## src/hdl/clkgen_ctrl_pkg.sv

```systemverilog
// package: constants, field layout and carrier types of the clock generator control block
package clkgen_ctrl_pkg;

  // ---------------------------------------------------------------
  // serial word layout
  // ---------------------------------------------------------------
  localparam int WORD_W = 32;
  localparam int ADDR_W = 5;
  localparam int DATA_W = WORD_W - ADDR_W;

  localparam logic [4:0] ADDR_MODE   = 5'h00;
  localparam logic [4:0] ADDR_REF    = 5'h01;
  localparam logic [4:0] ADDR_PINS   = 5'h02;
  localparam logic [4:0] ADDR_SYNC   = 5'h03;
  localparam logic [4:0] ADDR_LOCKDT = 5'h04;
  localparam logic [4:0] ADDR_FILTER = 5'h05;
  localparam logic [4:0] ADDR_WLOCK  = 5'h1F;

  // ---------------------------------------------------------------
  // field positions (lsb within the data part of a word)
  // ---------------------------------------------------------------
  localparam int POS_SOFT_RESET = 0;
  localparam int POS_POWERDOWN  = 1;
  localparam int POS_REF_RANGE  = 0;
  localparam int POS_XTAL_EN    = 2;
  localparam int POS_DOUBLER    = 3;
  localparam int POS_LD_SRC     = 0;
  localparam int POS_LD_KIND    = 5;
  localparam int POS_GP_OUTPUT_ZERO_LEVEL       = 8;
  localparam int POS_GP_OUTPUT_ONE_LEVEL       = 9;
  localparam int POS_SYNC_KIND  = 0;
  localparam int POS_SYNC_POL   = 3;
  localparam int POS_SYNC_HOLD  = 4;
  localparam int POS_PAIR_EXCL  = 5;
  localparam int POS_QUAL_CNT   = 0;
  localparam int POS_WINDOW     = 14;
  localparam int POS_RES_A      = 0;
  localparam int POS_RES_B      = 3;
  localparam int POS_CAP_A      = 6;
  localparam int POS_CAP_B      = 10;
  localparam int POS_WLOCK      = 0;

  localparam int N_PAIRS = 6;

  // ---------------------------------------------------------------
  // pin kinds and lock pin sources
  // ---------------------------------------------------------------
  typedef enum logic [2:0] {
    PIN_IN      = 3'h0,
    PIN_IN_PU   = 3'h1,
    PIN_IN_PD   = 3'h2,
    PIN_OUT_PP  = 3'h3,
    PIN_OUT_OD  = 3'h4,
    PIN_OUT_INV = 3'h5
  } pin_kind_t;

  localparam logic [4:0] LDSRC_DLD   = 5'h00;
  localparam logic [4:0] LDSRC_FTEST = 5'h01;
  localparam logic [4:0] LDSRC_LOW   = 5'h02;
  localparam logic [4:0] LDSRC_HIGH  = 5'h03;
  localparam logic [4:0] LDSRC_SYNC  = 5'h04;

  typedef struct packed {
    logic              soft_reset;
    logic              powerdown;
    logic [1:0]        ref_input_range_sel;
    logic              crystal_osc_enable;
    logic              ref_doubler_enable;
    logic [4:0]        lock_pin_source_sel;
    pin_kind_t         lock_pin_kind;
    logic              gp_output_zero_level;
    logic              gp_output_one_level;
    pin_kind_t         sync_pin_kind;
    logic              sync_active_low_sel;
    logic              sync_hold_until_lock;
    logic [N_PAIRS-1:0] pair_sync_exclude;
    logic [13:0]       lock_qualify_count;
    logic [7:0]        phase_error_window;
    logic [2:0]        filter_resistor_a;
    logic [2:0]        filter_resistor_b;
    logic [3:0]        filter_capacitor_a;
    logic [3:0]        filter_capacitor_b;
    logic              serial_write_lock;
  } cfg_t;

  localparam cfg_t CFG_DEFAULT = '{
    soft_reset:           1'b0,
    powerdown:            1'b0,
    ref_input_range_sel:  2'h0,
    crystal_osc_enable:   1'b0,
    ref_doubler_enable:   1'b0,
    lock_pin_source_sel:  LDSRC_DLD,
    lock_pin_kind:        PIN_OUT_PP,
    gp_output_zero_level: 1'b0,
    gp_output_one_level:  1'b0,
    sync_pin_kind:        PIN_IN_PU,
    sync_active_low_sel:  1'b0,
    sync_hold_until_lock: 1'b0,
    pair_sync_exclude:    6'h00,
    lock_qualify_count:   14'h0400,
    phase_error_window:   8'h04,
    filter_resistor_a:    3'h0,
    filter_resistor_b:    3'h0,
    filter_capacitor_a:   4'h0,
    filter_capacitor_b:   4'h0,
    serial_write_lock:    1'b0
  };

endpackage

```

## src/hdl/clkgen_ctrl.sv

```systemverilog
// module: serial-programmed mode, pin, sync and lock-detect control of the clock generator
module clkgen_ctrl
  import clkgen_ctrl_pkg::*;
(
  input  wire logic               i_core_clk,
  input  wire logic               i_rstn,
  // serial programming pins, asynchronous to the core clock
  input  wire logic               i_ser_clk,
  input  wire logic               i_ser_data,
  input  wire logic               i_ser_le,
  // phase detector results, core clock domain
  input  wire logic               i_pd_sample,
  input  wire logic [7:0]         i_phase_error,
  input  wire logic               i_ftest,
  // two-way pins and general-purpose outputs
  input  wire logic               i_sync_pin,
  input  wire logic               i_lock_pin,
  output logic                    o_sync_pin,
  output logic                    o_sync_pin_oe,
  output logic                    o_sync_pull_up,
  output logic                    o_sync_pull_down,
  output logic                    o_lock_pin,
  output logic                    o_lock_pin_oe,
  output logic                    o_lock_pull_up,
  output logic                    o_lock_pull_down,
  output logic                    o_gp_output_zero,
  output logic                    o_gp_output_one,
  // control to the analog and divider sections
  output logic                    o_powerdown,
  output logic [1:0]              o_ref_input_range_sel,
  output logic                    o_crystal_osc_enable,
  output logic                    o_ref_doubler_enable,
  output logic [2:0]              o_filter_resistor_a,
  output logic [2:0]              o_filter_resistor_b,
  output logic [3:0]              o_filter_capacitor_a,
  output logic [3:0]              o_filter_capacitor_b,
  output logic [N_PAIRS-1:0]      o_pair_sync,
  output logic                    o_sync_active,
  output logic                    o_digital_lock_flag,
  output logic                    o_lock_pin_sense,
  output logic                    o_serial_write_lock,
  output logic                    o_soft_reset_pulse
);

  // ---------------------------------------------------------------
  // pin synchronisers
  // ---------------------------------------------------------------
  logic [1:0] ser_clk_meta;
  logic [1:0] ser_data_meta;
  logic [1:0] ser_le_meta;
  logic [1:0] sync_pin_meta;
  logic [1:0] lock_pin_meta;
  logic       ser_clk_prev;
  logic       ser_le_prev;

  always_ff @(posedge i_core_clk)
  begin
    if (!i_rstn)
    begin
      ser_clk_meta  <= 2'h0;
      ser_data_meta <= 2'h0;
      ser_le_meta   <= 2'h0;
      sync_pin_meta <= 2'h0;
      lock_pin_meta <= 2'h0;
      ser_clk_prev  <= 1'b0;
      ser_le_prev   <= 1'b0;
    end
    else
    begin
      ser_clk_meta  <= {ser_clk_meta[0], i_ser_clk};
      ser_data_meta <= {ser_data_meta[0], i_ser_data};
      ser_le_meta   <= {ser_le_meta[0], i_ser_le};
      sync_pin_meta <= {sync_pin_meta[0], i_sync_pin};
      lock_pin_meta <= {lock_pin_meta[0], i_lock_pin};
      ser_clk_prev  <= ser_clk_meta[1];
      ser_le_prev   <= ser_le_meta[1];
    end
  end

  wire ser_clk_rise = ser_clk_meta[1] && !ser_clk_prev;
  wire ser_le_rise  = ser_le_meta[1] && !ser_le_prev;

  // ---------------------------------------------------------------
  // serial shift register
  // ---------------------------------------------------------------
  // shifting is held off while the latch line is high so a stray edge
  // during the latch cannot corrupt the captured word
  logic [WORD_W-1:0] shift;

  always_ff @(posedge i_core_clk)
  begin
    if (!i_rstn)
    begin
      shift <= '0;
    end
    else if (ser_clk_rise && !ser_le_meta[1])
    begin
      shift <= {shift[WORD_W-2:0], ser_data_meta[1]};
    end
  end

  wire [ADDR_W-1:0] wr_addr = shift[ADDR_W-1:0];
  wire [DATA_W-1:0] wr_data = shift[WORD_W-1:ADDR_W];

  // ---------------------------------------------------------------
  // write decode
  // ---------------------------------------------------------------
  cfg_t cfg;
  cfg_t next_cfg;

  // the lock register stays writable so a locked part can still be reopened
  wire write_ok   = ser_le_rise && (!cfg.serial_write_lock || wr_addr == ADDR_WLOCK);
  wire wr_mode    = write_ok && wr_addr == ADDR_MODE;
  wire wr_ref     = write_ok && wr_addr == ADDR_REF;
  wire wr_pins    = write_ok && wr_addr == ADDR_PINS;
  wire wr_sync    = write_ok && wr_addr == ADDR_SYNC;
  wire wr_lockdt  = write_ok && wr_addr == ADDR_LOCKDT;
  wire wr_filter  = write_ok && wr_addr == ADDR_FILTER;
  wire wr_wlock   = write_ok && wr_addr == ADDR_WLOCK;
  wire soft_reset = wr_mode && wr_data[POS_SOFT_RESET];

  always_comb
  begin
    next_cfg = cfg;
    if (soft_reset)
    begin
      next_cfg = CFG_DEFAULT;
    end
    if (wr_mode)
    begin
      next_cfg.soft_reset = wr_data[POS_SOFT_RESET];
      next_cfg.powerdown  = wr_data[POS_POWERDOWN];
    end
    if (wr_ref)
    begin
      next_cfg.ref_input_range_sel = wr_data[POS_REF_RANGE +: 2];
      next_cfg.crystal_osc_enable  = wr_data[POS_XTAL_EN];
      next_cfg.ref_doubler_enable  = wr_data[POS_DOUBLER];
    end
    if (wr_pins)
    begin
      next_cfg.lock_pin_source_sel  = wr_data[POS_LD_SRC +: 5];
      next_cfg.lock_pin_kind        = pin_kind_t'(wr_data[POS_LD_KIND +: 3]);
      next_cfg.gp_output_zero_level = wr_data[POS_GP_OUTPUT_ZERO_LEVEL];
      next_cfg.gp_output_one_level  = wr_data[POS_GP_OUTPUT_ONE_LEVEL];
    end
    if (wr_sync)
    begin
      next_cfg.sync_pin_kind        = pin_kind_t'(wr_data[POS_SYNC_KIND +: 3]);
      next_cfg.sync_active_low_sel  = wr_data[POS_SYNC_POL];
      next_cfg.sync_hold_until_lock = wr_data[POS_SYNC_HOLD];
      next_cfg.pair_sync_exclude    = wr_data[POS_PAIR_EXCL +: N_PAIRS];
    end
    if (wr_lockdt)
    begin
      next_cfg.lock_qualify_count = wr_data[POS_QUAL_CNT +: 14];
      next_cfg.phase_error_window = wr_data[POS_WINDOW +: 8];
    end
    if (wr_filter)
    begin
      next_cfg.filter_resistor_a  = wr_data[POS_RES_A +: 3];
      next_cfg.filter_resistor_b  = wr_data[POS_RES_B +: 3];
      next_cfg.filter_capacitor_a = wr_data[POS_CAP_A +: 4];
      next_cfg.filter_capacitor_b = wr_data[POS_CAP_B +: 4];
    end
    if (wr_wlock)
    begin
      next_cfg.serial_write_lock = wr_data[POS_WLOCK];
    end
  end

  always_ff @(posedge i_core_clk)
  begin
    if (!i_rstn)
    begin
      cfg <= CFG_DEFAULT;
    end
    else
    begin
      cfg <= next_cfg;
    end
  end

  // ---------------------------------------------------------------
  // digital lock detect
  // ---------------------------------------------------------------
  logic digital_lock_flag;

  lock_qualifier #(
    .CNT_W (14),
    .ERR_W (8)
  ) u_lock_qualifier (
    .i_core_clk    (i_core_clk),
    .i_rstn        (i_rstn),
    .i_clear       (cfg.powerdown),
    .i_sample      (i_pd_sample),
    .i_phase_error (i_phase_error),
    .i_window      (cfg.phase_error_window),
    .i_count       (cfg.lock_qualify_count),
    .o_lock        (digital_lock_flag)
  );

  // ---------------------------------------------------------------
  // synchronisation
  // ---------------------------------------------------------------
  logic pol_prev;

  // reset value equals the configuration default, so no false toggle after reset
  always_ff @(posedge i_core_clk)
  begin
    if (!i_rstn)
    begin
      pol_prev <= CFG_DEFAULT.sync_active_low_sel;
    end
    else
    begin
      pol_prev <= cfg.sync_active_low_sel;
    end
  end

  wire sync_is_input = cfg.sync_pin_kind == PIN_IN || cfg.sync_pin_kind == PIN_IN_PU
                    || cfg.sync_pin_kind == PIN_IN_PD;
  // with the pin driven as an output there is no external sync request
  wire sync_level  = sync_is_input && (sync_pin_meta[1] ^ cfg.sync_active_low_sel);
  wire pol_toggle  = pol_prev != cfg.sync_active_low_sel;
  wire hold_lock   = cfg.sync_hold_until_lock && !digital_lock_flag;
  wire next_sync   = sync_level || pol_toggle || hold_lock;

  logic [N_PAIRS-1:0] next_pair_sync;

  genvar g;
  generate
    for (g = 0; g < N_PAIRS; g++)
    begin : g_pair
      assign next_pair_sync[g] = next_sync && !cfg.pair_sync_exclude[g];
    end
  endgenerate

  // ---------------------------------------------------------------
  // pin drivers
  // ---------------------------------------------------------------
  // codes 6 and 7 leave the driver off, as the input kinds do: a bad write never turns a driver on
  function automatic logic [1:0] pin_drive(input pin_kind_t kind, input logic value);
    logic [1:0] r;
    r = 2'h0;
    unique case (kind)
      PIN_OUT_PP:  r = {value, 1'b1};
      PIN_OUT_INV: r = {!value, 1'b1};
      PIN_OUT_OD:  r = {1'b0, !value};
      default:     r = 2'h0;
    endcase
    return r;
  endfunction

  wire ld_src_value = cfg.lock_pin_source_sel == LDSRC_FTEST ? i_ftest
                    : cfg.lock_pin_source_sel == LDSRC_LOW   ? 1'b0
                    : cfg.lock_pin_source_sel == LDSRC_HIGH  ? 1'b1
                    : cfg.lock_pin_source_sel == LDSRC_SYNC  ? next_sync
                    : digital_lock_flag;
  wire [1:0] ld_drive   = pin_drive(cfg.lock_pin_kind, ld_src_value);
  wire [1:0] sync_drive = pin_drive(cfg.sync_pin_kind, next_sync);

  // ---------------------------------------------------------------
  // output registers
  // ---------------------------------------------------------------
  always_ff @(posedge i_core_clk)
  begin
    if (!i_rstn)
    begin
      o_sync_pin            <= 1'b0;
      o_sync_pin_oe         <= 1'b0;
      o_sync_pull_up        <= 1'b0;
      o_sync_pull_down      <= 1'b0;
      o_lock_pin            <= 1'b0;
      o_lock_pin_oe         <= 1'b0;
      o_lock_pull_up        <= 1'b0;
      o_lock_pull_down      <= 1'b0;
      o_gp_output_zero      <= 1'b0;
      o_gp_output_one       <= 1'b0;
      o_powerdown           <= 1'b0;
      o_ref_input_range_sel <= 2'h0;
      o_crystal_osc_enable  <= 1'b0;
      o_ref_doubler_enable  <= 1'b0;
      o_filter_resistor_a   <= 3'h0;
      o_filter_resistor_b   <= 3'h0;
      o_filter_capacitor_a  <= 4'h0;
      o_filter_capacitor_b  <= 4'h0;
      o_pair_sync           <= '0;
      o_sync_active         <= 1'b0;
      o_digital_lock_flag   <= 1'b0;
      o_lock_pin_sense      <= 1'b0;
      o_serial_write_lock   <= 1'b0;
      o_soft_reset_pulse    <= 1'b0;
    end
    else
    begin
      o_sync_pin            <= sync_drive[1];
      o_sync_pin_oe         <= sync_drive[0];
      o_sync_pull_up        <= cfg.sync_pin_kind == PIN_IN_PU;
      o_sync_pull_down      <= cfg.sync_pin_kind == PIN_IN_PD;
      o_lock_pin            <= ld_drive[1];
      o_lock_pin_oe         <= ld_drive[0];
      o_lock_pull_up        <= cfg.lock_pin_kind == PIN_IN_PU;
      o_lock_pull_down      <= cfg.lock_pin_kind == PIN_IN_PD;
      o_gp_output_zero      <= cfg.gp_output_zero_level;
      o_gp_output_one       <= cfg.gp_output_one_level;
      o_powerdown           <= cfg.powerdown;
      o_ref_input_range_sel <= cfg.ref_input_range_sel;
      o_crystal_osc_enable  <= cfg.crystal_osc_enable;
      o_ref_doubler_enable  <= cfg.ref_doubler_enable;
      o_filter_resistor_a   <= cfg.filter_resistor_a;
      o_filter_resistor_b   <= cfg.filter_resistor_b;
      o_filter_capacitor_a  <= cfg.filter_capacitor_a;
      o_filter_capacitor_b  <= cfg.filter_capacitor_b;
      o_pair_sync           <= next_pair_sync;
      o_sync_active         <= next_sync;
      o_digital_lock_flag   <= digital_lock_flag;
      o_lock_pin_sense      <= lock_pin_meta[1];
      o_serial_write_lock   <= cfg.serial_write_lock;
      o_soft_reset_pulse    <= soft_reset;
    end
  end

endmodule // clkgen_ctrl

```

## src/hdl/lock_qualifier.sv

```systemverilog
// module: consecutive in-window phase error counter giving the digital lock flag
module lock_qualifier
  import clkgen_ctrl_pkg::*;
#(
  parameter int CNT_W = 14,
  parameter int ERR_W = 8
)(
  input  wire logic             i_core_clk,
  input  wire logic             i_rstn,
  input  wire logic             i_clear,
  input  wire logic             i_sample,
  input  wire logic [ERR_W-1:0] i_phase_error,
  input  wire logic [ERR_W-1:0] i_window,
  input  wire logic [CNT_W-1:0] i_count,
  output logic                  o_lock
);

  logic [CNT_W-1:0] cnt;
  wire              in_window = i_phase_error <= i_window;
  wire  [CNT_W:0]   cnt_inc   = {1'b0, cnt} + {{CNT_W{1'b0}}, 1'b1};
  wire              saturated = cnt >= i_count;
  wire  [CNT_W-1:0] next_cnt  = saturated ? cnt : cnt_inc[CNT_W-1:0];
  // lock once the count of good samples, this one included, reaches the setting
  wire              next_lock = cnt_inc >= {1'b0, i_count};

  always_ff @(posedge i_core_clk)
  begin
    if (!i_rstn || i_clear)
    begin
      cnt    <= '0;
      o_lock <= 1'b0;
    end
    else if (i_sample && in_window)
    begin
      cnt    <= next_cnt;
      o_lock <= next_lock;
    end
    else if (i_sample)
    begin
      cnt    <= '0;
      o_lock <= 1'b0;
    end
  end

endmodule // lock_qualifier

```

## config.mk

```make
export PLATFORM = sky130hd
export DESIGN_NAME = clkgen_ctrl
export DESIGN_NICKNAME = d
export VERILOG_FILES = /design/src/hdl/clkgen_ctrl_pkg.sv /design/src/hdl/clkgen_ctrl.sv /design/src/hdl/lock_qualifier.sv
export SDC_FILE = /design/constraint.sdc
export NUM_CORES = 1
export LEC_CHECK = 0
export BUFFER_PORTS_ARGS = -buffer_cell sky130_fd_sc_hd__buf_2
export CAP_MARGIN = 20
export CORE_MARGIN = 5
export CORE_UTILIZATION = 40
export CTS_CLUSTER_DIAMETER = 150
export DETAILED_ROUTE_END_ITERATION = 8
export PLACE_DENSITY = 0.65
export SETUP_SLACK_MARGIN = 0.02
export SYNTH_ARGS = -nofsm -noshare
export SYNTH_HDL_FRONTEND = slang
export SYNTH_SLANG_ARGS = --single-unit
```

## constraint.sdc

```tcl
create_clock -name i_core_clk -period 3.7 [get_ports i_core_clk]
set_input_delay 1.11 -clock i_core_clk [delete_from_list [all_inputs] [get_ports i_core_clk]]
set_output_delay 1.11 -clock i_core_clk [all_outputs]
set_load 0.01 [all_outputs]
```

* Word level (Yosys, flattened, before mapping)
Cells that the tools add are included.
Cells by class: $add $sub $neg 1, $mul 0, div/mod/pow operators 0, $lt $le $gt $ge 3, equal/unequal tests 22, shift-type cells 0, multiplexer cells 19, bitwise gates (word level) 1, reduce and logical (&&, ||, !) cells 52
Operators by type and width (number):
- 2-to-1 mux 63 bit | 1
- 2-to-1 mux 14 bit | 4
- 2-to-1 mux 22 bit | 1
- logical AND 1 bit | 21
- == test 5 x 2 -> 1 bit (second input constant) | 4
- nonzero test 2 bit | 8
- adder 14 x 1 -> 15 bit (second input constant) | 1
- == test 5 x 3 -> 1 bit (second input constant) | 3
- greater-or-equal comparator 15 x 14 -> 1 bit | 1
- greater-or-equal comparator 14 bit | 1
- zero test 1 bit | 14
- == test 3 x 2 -> 1 bit (second input constant) | 4
- == test 3 bit (second input constant) | 4
- case mux 2 bit (3 select lines) | 2
- 2-to-1 mux 11 bit | 1
- == test 5 x 1 -> 1 bit (second input constant) | 2
- 2-to-1 mux 10 bit | 1
- less-or-equal comparator 8 bit | 1
- 2-to-1 mux 1 bit | 8
- == test 3 x 1 -> 1 bit (second input constant) | 2
- logical OR 1 bit | 6
- == test 5 bit (second input constant) | 1
- zero test 5 bit | 1
- 2-to-1 mux 4 bit | 1
- 5 further kinds | 5
Storage, ports and cells: register bits after elaboration 158, bits in latches 0, RAM bits 0, memory bits (read-only) 0, bits of input ports 17, output and inout bits 40, logic and storage cells 152, memories 0

* Logic depth before layout (Yosys ltp)
Gate-level depths: netlist (run 1).
word-level depth 12, mapped depth 13, mapped depth without buffers 12

* By module
A second synthesis (run 1) with hierarchy kept.
Unflattened totals: cells, all modules 743, area, all modules 6842.8 um^2
By module, submodules not included:
- clkgen_ctrl | instances 1, cells an instance 505, area an instance 4934.7 um^2, sequential area each 2862.7 um^2
- lock_qualifier | instances 1, cells an instance 238, area an instance 1908.1 um^2, sequential area each 300.3 um^2

* Worst setup path before layout (run 1)
OpenSTA, ideal clock, no wires.
path type input to register, start point input port i_phase_error[5], end point register u_lock_qualifier.cnt[5], library setup time 0.127 ns, data arrival time 2.724 ns, setup slack 0.849 ns, stages on the path 8, buffers on the path 1, path through ha_1 -> a211o_1 -> o211ai_1 -> a32oi_1 -> nand2_1 -> clkbuf_1 -> a31o_2 -> or3_1
Between the ends: word-level cells in the longest chain between the ends 4
Ends and longest elaborated chain:
- start: declaration | line clkgen_ctrl.sv:13 | input wire logic [7:0] i_phase_error,
- less-or-equal comparator 8 bit (*) | line lock_qualifier.sv:19 | wire in_window = i_phase_error <= i_window;
- logical AND 1 bit (*) | line lock_qualifier.sv:33 | else if (i_sample && in_window)
- != test 2 bit (no line) / nonzero test 2 bit (equally long branches)
- AND reduction 2 bit (no line)
- end signal: assignment | line lock_qualifier.sv:35 | cnt <= next_cnt;
- end: declaration | line lock_qualifier.sv:18 | logic [CNT_W-1:0] cnt;
Every way passes the cells marked *; elsewhere a longest branch is shown, timed or not. A chain may end at the register's enable or synchronous reset.

* Worst setup path in the final report (run 1)
start point register u_lock_qualifier.cnt[0], end point register u_lock_qualifier.o_lock
Between the ends: word-level cells in the longest chain between the ends 3
Ends and longest elaborated chain:
- adder 14 x 1 -> 15 bit | line lock_qualifier.sv:20 | wire [CNT_W:0] cnt_inc = {1'b0, cnt} + {{CNT_W{1'b0}}, 1'b1};
- greater-or-equal comparator 15 x 14 -> 1 bit | line lock_qualifier.sv:24 | wire next_lock = cnt_inc >= {1'b0, i_count};
- 2-to-1 mux 1 bit | line lock_qualifier.sv:33
- end signal: assignment | line lock_qualifier.sv:36 | o_lock <= next_lock;
- end: declaration | line lock_qualifier.sv:15 | output logic o_lock
No other way between the ends.

==> impl_metrics.ini, run 1 <==
[run_status]
status = finished, final reports clean

[clocking]
clkSinkCount = 158
cts_tree = built
postCtsSetupBuffers = 0
clk_latency_ns = 0.43
clockBufferDepth = 2
cts_buffers = 17
root_buffer = clkbuf_16
htree_levels = 4
clk_pin_slew_ns = 0.06
hold_buffers = 0
cts_resized = 0

[setup_path]
timing.critical_path.fanout_max = 6
start_kind = register
setup.worst_path.end_class = register
critPathKind = register to register
critPathRequiredTime_ns = 4.02
crit_arrival_ns = 3.35

[die]
fp.dieArea_sq_um = 19800
io_pins = 57
core-area_sq_um = 16700
die_x_um = 141
num_rows = 47
die_h_um = 141
start_util_pct = 41.0

[layout]
final_cell_mix = dfxtp_1 (158), nand2_1 (122), a21boi_0 (73)
antennaDiodeCount = 0
postLayoutCoreUtil_pct = 46.7
nNetsFinal = 852
drive_gt1_share_pct = 13.6
area_growth_pct = 14.0
mostFrequentLayoutCell = dfxtp_1

[drt]
post_drt_wl_per_cell_um = 14.5
drt_wl_total_mm = 14.9
first_iter_violations = 327
drt_pass1_iterations = 5
vias = 5320
ant_nets = 0
viasPerCell = 5.16
drc = 0

[power_and_ir_drop]
swShare_pct = 22.8
peakVddDrop_mv = 0.331
p_leak_nw = 3.02
power.internal_w = 0.00271
p_seq_share_pct = 48.9
p_sw_w = 0.000798
clockPowerShare_pct = 48.2
p_per_area_nw_per_um2 = 449
comb_power_share_pct = 2.9

[timing]
tns_ns = 0
finalCriticalPeriod_ns = 3.03
finalSetupViolations = 0
drv_slew = 0
holdWs_ns = 0.412
skew_ns = 0.00761
fmax_mhz = 330
hold_violations = 0
fin_crit_sh_pct = 81.8
rsz0062_at_grt = false
tightestPinTransition_ns = 0.966
timing.slew.headroom_pct = 35.4

[placement]
dp_hpwl_mm = 10.3
port_buffers = 56
routabilityCongestion = 0.846

[logic_synthesis]
synth_seq_cells = 158
synth_xor_area_share_pct = 1.53
synth.distinct_cells = 64
synth_fp_nets = 814
synth_adder_area_share_pct = 6.76
ys_async_sr_fraction_pct = 0
ys_warn_count = 0
synth_compound_area_share_pct = 16.9
synth_top_family_by_area = simple AND/OR/NAND/NOR gates
synth-simple-area-share_pct = 23.3
synthesis.area_sq_um = 6850
synth_top_flop_cell = dfxtp_1
synth_mux_area_share_pct = 0.457
synth-edff-count = 0
ys_seq_area_share_pct = 46.2
avgSynthCellArea_sq_um = 9.01
syn_inst = 760

[global_route]
antenna_found_initial = 0
grt_pass1_wl_mm = 25.7
gr-total-overflow = 0
first_global_vias = 5227
track_usage_pct = 15.9
grt_max_degree = 72

[min_path]
hp-class = register to register

[run]
maxCapViolations = 0
-- state kept, by name, indices dropped and copies added (netlist names), 2 cells and up --
register / flops
cfg: 63
shift: 27
u_lock_qualifier.cnt: 14
o_pair_sync: 6
o_filter_capacitor_a: 4
o_filter_capacitor_b: 4
o_filter_resistor_a: 3
o_filter_resistor_b: 3
lock_pin_meta: 2
o_ref_input_range_sel: 2
ser_clk_meta: 2
ser_data_meta: 2
ser_le_meta: 2
sync_pin_meta: 2
-- synth_stat cells, types with 3 or more instances --
cell type,n,share of area [%]
o21ai_0,22,1.6
inv_1,32,1.8
xnor2_1,9,1.2
buf_2,3,0.22
nand2_1,122,6.7
buf_6,6,0.99
nand3_1,58,4.2
xor2_1,3,0.38
and4_1,3,0.38
and3_1,7,0.64
nor2_1,21,1.2
a22o_1,16,2.0
nor2b_1,8,0.73
or3_1,8,0.73
o31ai_1,4,0.44
or2_2,3,0.27
nand2b_1,4,0.37
a21boi_0,73,8.0
ha_1,37,6.8
nor3_1,12,0.88
clkbuf_1,30,1.6
o211ai_1,3,0.33
a21oi_1,16,1.2
dfxtp_1,158,46
nand4_1,7,0.64
and2_1,42,3.8
-- power by group through the flow --
stage               sequential [W]  combinational [W]  clock (W)
floorplan                  0.00175          0.0000692          0
global placement           0.00175           0.000101          0
detailed placement         0.00175           0.000101          0
CTS                        0.00172           0.000102    0.00173
global route               0.00172           0.000114    0.00180
finish                     0.00172           0.000101    0.00169
-- cells by family after synthesis --
kind of cell,Yosys count
DFF,158
xor gates and xnor gates,12
and+or+nand+nor,315
AOI/OAI and AO/OA,161
buffers and inverters,74
muxes,3
adders and majority gates,37
-- per-layer routing --
metal | track usage [%] | share of wire, % | vias up
li1 | - | - | 2709
met1 | 21.7 | 49 | 2473
met2 | 24.4 | 44 | 113
met3 | 3.96 | 4.8 | 25
met4 | 5.86 | 2.0 | 0
met5 | 0 | 0 | -
-- worst max-delay path, cell delays in order (launching register included) --
cell and delay (ns):
dfxtp_1 0.42, ha_1 0.28, and3_1 0.29, nand3_1 0.17, nor4_1 0.27, nand2_1 0.11
xnor2_1 0.19, ha_1 0.28, a21oi_1 0.15, o31ai_1 0.09, a221oi_1 0.23, o21ai_0 0.15
a32o_1 0.28
-- area by class of cell --
class	count	area, sq um
fill	1661	8900
sequential	158	3160
clock buffer	18	439
timing repair buffer	61	318
multi-input combinational	528	3360
clock inverter	14	134
tap	220	275
inverter	32	120
-- per-stage QoR --
| step | setup WS [ns] | cell area, sq um | power [W] | instances |
|---|---|---|---|---|
| detailed placement | 0.561 | 7230 | 0.00186 | 999 |
| finish | 0.672 | 7800 | 0.00351 | 1031 |
| floorplan | 0.849 | 6850 | 0.00182 | 760 |
| CTS | 0.672 | 7800 | 0.00354 | 1031 |
| global route | 0.425 | 7800 | 0.00363 | 1031 |
| global placement | 0.609 | 7230 | 0.00186 | 999 |
-- worst paths after layout --
path,start,to,slack [ns],depth (start not counted)
max reg2reg,u_lock_qualifier.cnt[0],u_lock_qualifier.o_lock,0.67,12
min reg2reg,cfg[38],o_pair_sync[1],0.41,1
min,cfg[38],o_pair_sync[1],0.41,1
max,u_lock_qualifier.cnt[0],u_lock_qualifier.o_lock,0.67,12
Power figures use the tool's default switching activity.
==> run 2, diff against run 1 <==
PLACE_DENSITY = 0.67   (was 0.65)
clock period = 2.7 ns   (was 3.7 ns; I/O delays follow)
==> run 2 against run 1 <==
  * Utilization increased by 1.9 points
  * Flip-flop and latch count unchanged
  * Power increased by 39%
  * Fmax increased by 18%
  * Clock power increased by 40%
  * Sequential power increased by 37%
  * Largest cell class unchanged
  * Highest routed layer unchanged
==> impl_metrics.ini, run 2 (synthesized netlist as in run 1, its figures left out) <==
[drt]
drc = 0
vias = 5389
drt_wl_total_mm = 15.4
first_iter_violations = 352
viasPerCell = 5.09
drt_pass1_iterations = 4
post_drt_wl_per_cell_um = 14.6
ant_nets = 0

[global_route]
track_usage_pct = 15.7
grt_max_degree = 130
antenna_found_initial = 0
gr-total-overflow = 0
grt_pass1_wl_mm = 25.3
first_global_vias = 5065

[clocking]
cts_tree = built
clk_pin_slew_ns = 0.06
htree_levels = 4
hold_buffers = 0
clockBufferDepth = 2
clk_latency_ns = 0.43
cts_buffers = 17
root_buffer = clkbuf_16
clkSinkCount = 158

[setup_path]
path_cells = buf_4 -> and4_4 -> nand4_1 -> xnor2_1 -> ha_1 -> and4_1 -> a221o_1 -> a21oi_2 -> o21ai_1 -> a32o_1
crit_arrival_ns = 2.89
cp_slowest_cell = dfxtp_2
r2r_cells = 10
cp.depth = 10
setup.worst_path.end_class = register
timing.critical_path.fanout_max = 4
r2r_start = u_lock_qualifier.cnt[1]
cp_top_family = compound AO/OA/AOI/OAI gates
crit_buf_inv = 1
reg2reg_setup_slack_ns = 0.13
r2r_end = u_lock_qualifier.o_lock
critPathRequiredTime_ns = 3.02
critPathMaxStageDelay_ns = 0.35
start_kind = register
critPathKind = register to register

[timing]
finalSetupViolations = 0
drv_slew = 0
holdWs_ns = 0.418
timing.slew.headroom_pct = 56.0
rsz0062_at_grt = true
fmax_mhz = 389
tightestPinTransition_ns = 0.656
skew_ns = 0.0117
fin_crit_sh_pct = 95.2
hold_violations = 0
fin_ws_ns = 0.129
finalCriticalPeriod_ns = 2.57

[power_and_ir_drop]
peakVddDrop_mv = 0.480
p_leak_nw = 3.19
p_per_area_nw_per_um2 = 598

[min_path]
hold_start = cfg[41]
worstHoldEndpoint = o_pair_sync[4]
hp-class = register to register
hold-path-cell-count = 1

[placement]
routabilityCongestion = 0.869
port_buffers = 56
post_dp_cell_area_sq_um = 7410
dp.cells = 1019
dp_hpwl_mm = 10.5
place_ws_ns = -0.0366

[die]
start_util_pct = 41.0
io_pins = 57
num_rows = 47
core-area_sq_um = 16700
die_h_um = 141
fp.dieArea_sq_um = 19800
die_x_um = 141

[layout]
drive_gt1_share_pct = 17.9
mostFrequentLayoutCell = dfxtp_1
largest_register_ffs = 63
area_growth_pct = 18.7
antennaDiodeCount = 0
regMostFlops = cfg
top_regs = cfg (63), shift (27), u_lock_qualifier.cnt (14)
final_cell_mix = dfxtp_1 (154), nand2_1 (121), a21boi_0 (73)
nNetsFinal = 879
fin_cells = 1058
final_area_sq_um = 8130
n_fill_cell = 1615

[run_status]
status = finished, final reports clean

[run]
maxCapViolations = 0
==> run 2: changes by cell type in the layout (fill, tap and decap cells not counted), moves of 2 or more <==
cell | before | now
buf_4 | 5 | 30
clkbuf_1 | 0 | 5
dfxtp_1 | 158 | 154
dfxtp_2 | 0 | 4
clkinv_4 | 4 | 2
inv_6 | 4 | 2
nand3_1 | 58 | 56
nor2_1 | 21 | 19
==> run 2: how the worst max path moves through the flow <==
| stage | slack [ns] | end | startpoint |
|---|---|---|---|
| detailed placement | -0.04 | u_lock_qualifier.o_lock | u_lock_qualifier.cnt[0] |
| finish | 0.13 | u_lock_qualifier.o_lock | u_lock_qualifier.cnt[1] |
| global placement | 0.005 | u_lock_qualifier.cnt[5] | i_phase_error[5] |
| global route | -0.04 | u_lock_qualifier.o_lock | u_lock_qualifier.cnt[1] |
| floorplan | 0.03 | u_lock_qualifier.o_lock | u_lock_qualifier.cnt[0] |
| CTS | 0.03 | u_lock_qualifier.o_lock | u_lock_qualifier.cnt[1] |
==> run 2: repair_timing <==
action	in CTS	in global routing
gates resized for setup	8	15
setup buffers	4	3
endpoints found under the setup margin	1	2
pin swaps	8	12
==> run 2: power by group <==
group	switching (W)	total [W]	internal [W]	leakage, nW
sequential	0.00000602	0.00235	0.00235	1.28
combinational	0.0000851	0.000150	0.0000652	1.63
clock	0.000940	0.00236	0.00142	0.283
==> run 2: metal layers <==
metal / vias up / global-route usage, % / wire (um)
met1: 2503 / 21.2 / 7310
met3: 19 / 3.39 / 563
li1: 2761 / - / -
met5: - / 0 / 0
met2: 106 / 24.5 / 7240
met4: 0 / 5.86 / 280
==> run 2: final cells by class <==
| cell class | count | area, sq um | area share [%] |
|---|---|---|---|
| multi-input cells | 528 | 3450 | 42.4 |
| repair buffers | 88 | 537 | 6.61 |
| clock inverters | 8 | 105 | 1.29 |
| clock buffers | 24 | 472 | 5.80 |
| inverters | 32 | 120 | 1.48 |
| flip-flops and latches | 158 | 3170 | 39.0 |
| well taps | 220 | 275 | 3.39 |
==> run 2: stage by stage <==
step / util, % / setup TNS (ns) / total power, W
2_1_floorplan: - / 0 / 0.00250
3_3_place_gp: 44.4 / 0 / 0.00255
3_5_place_dp: 44.4 / -0.0853 / 0.00255
4_1_cts: 48.2 / 0 / 0.00489
5_1_grt: 48.7 / -0.0440 / 0.00503
6_report: 48.7 / 0 / 0.00486
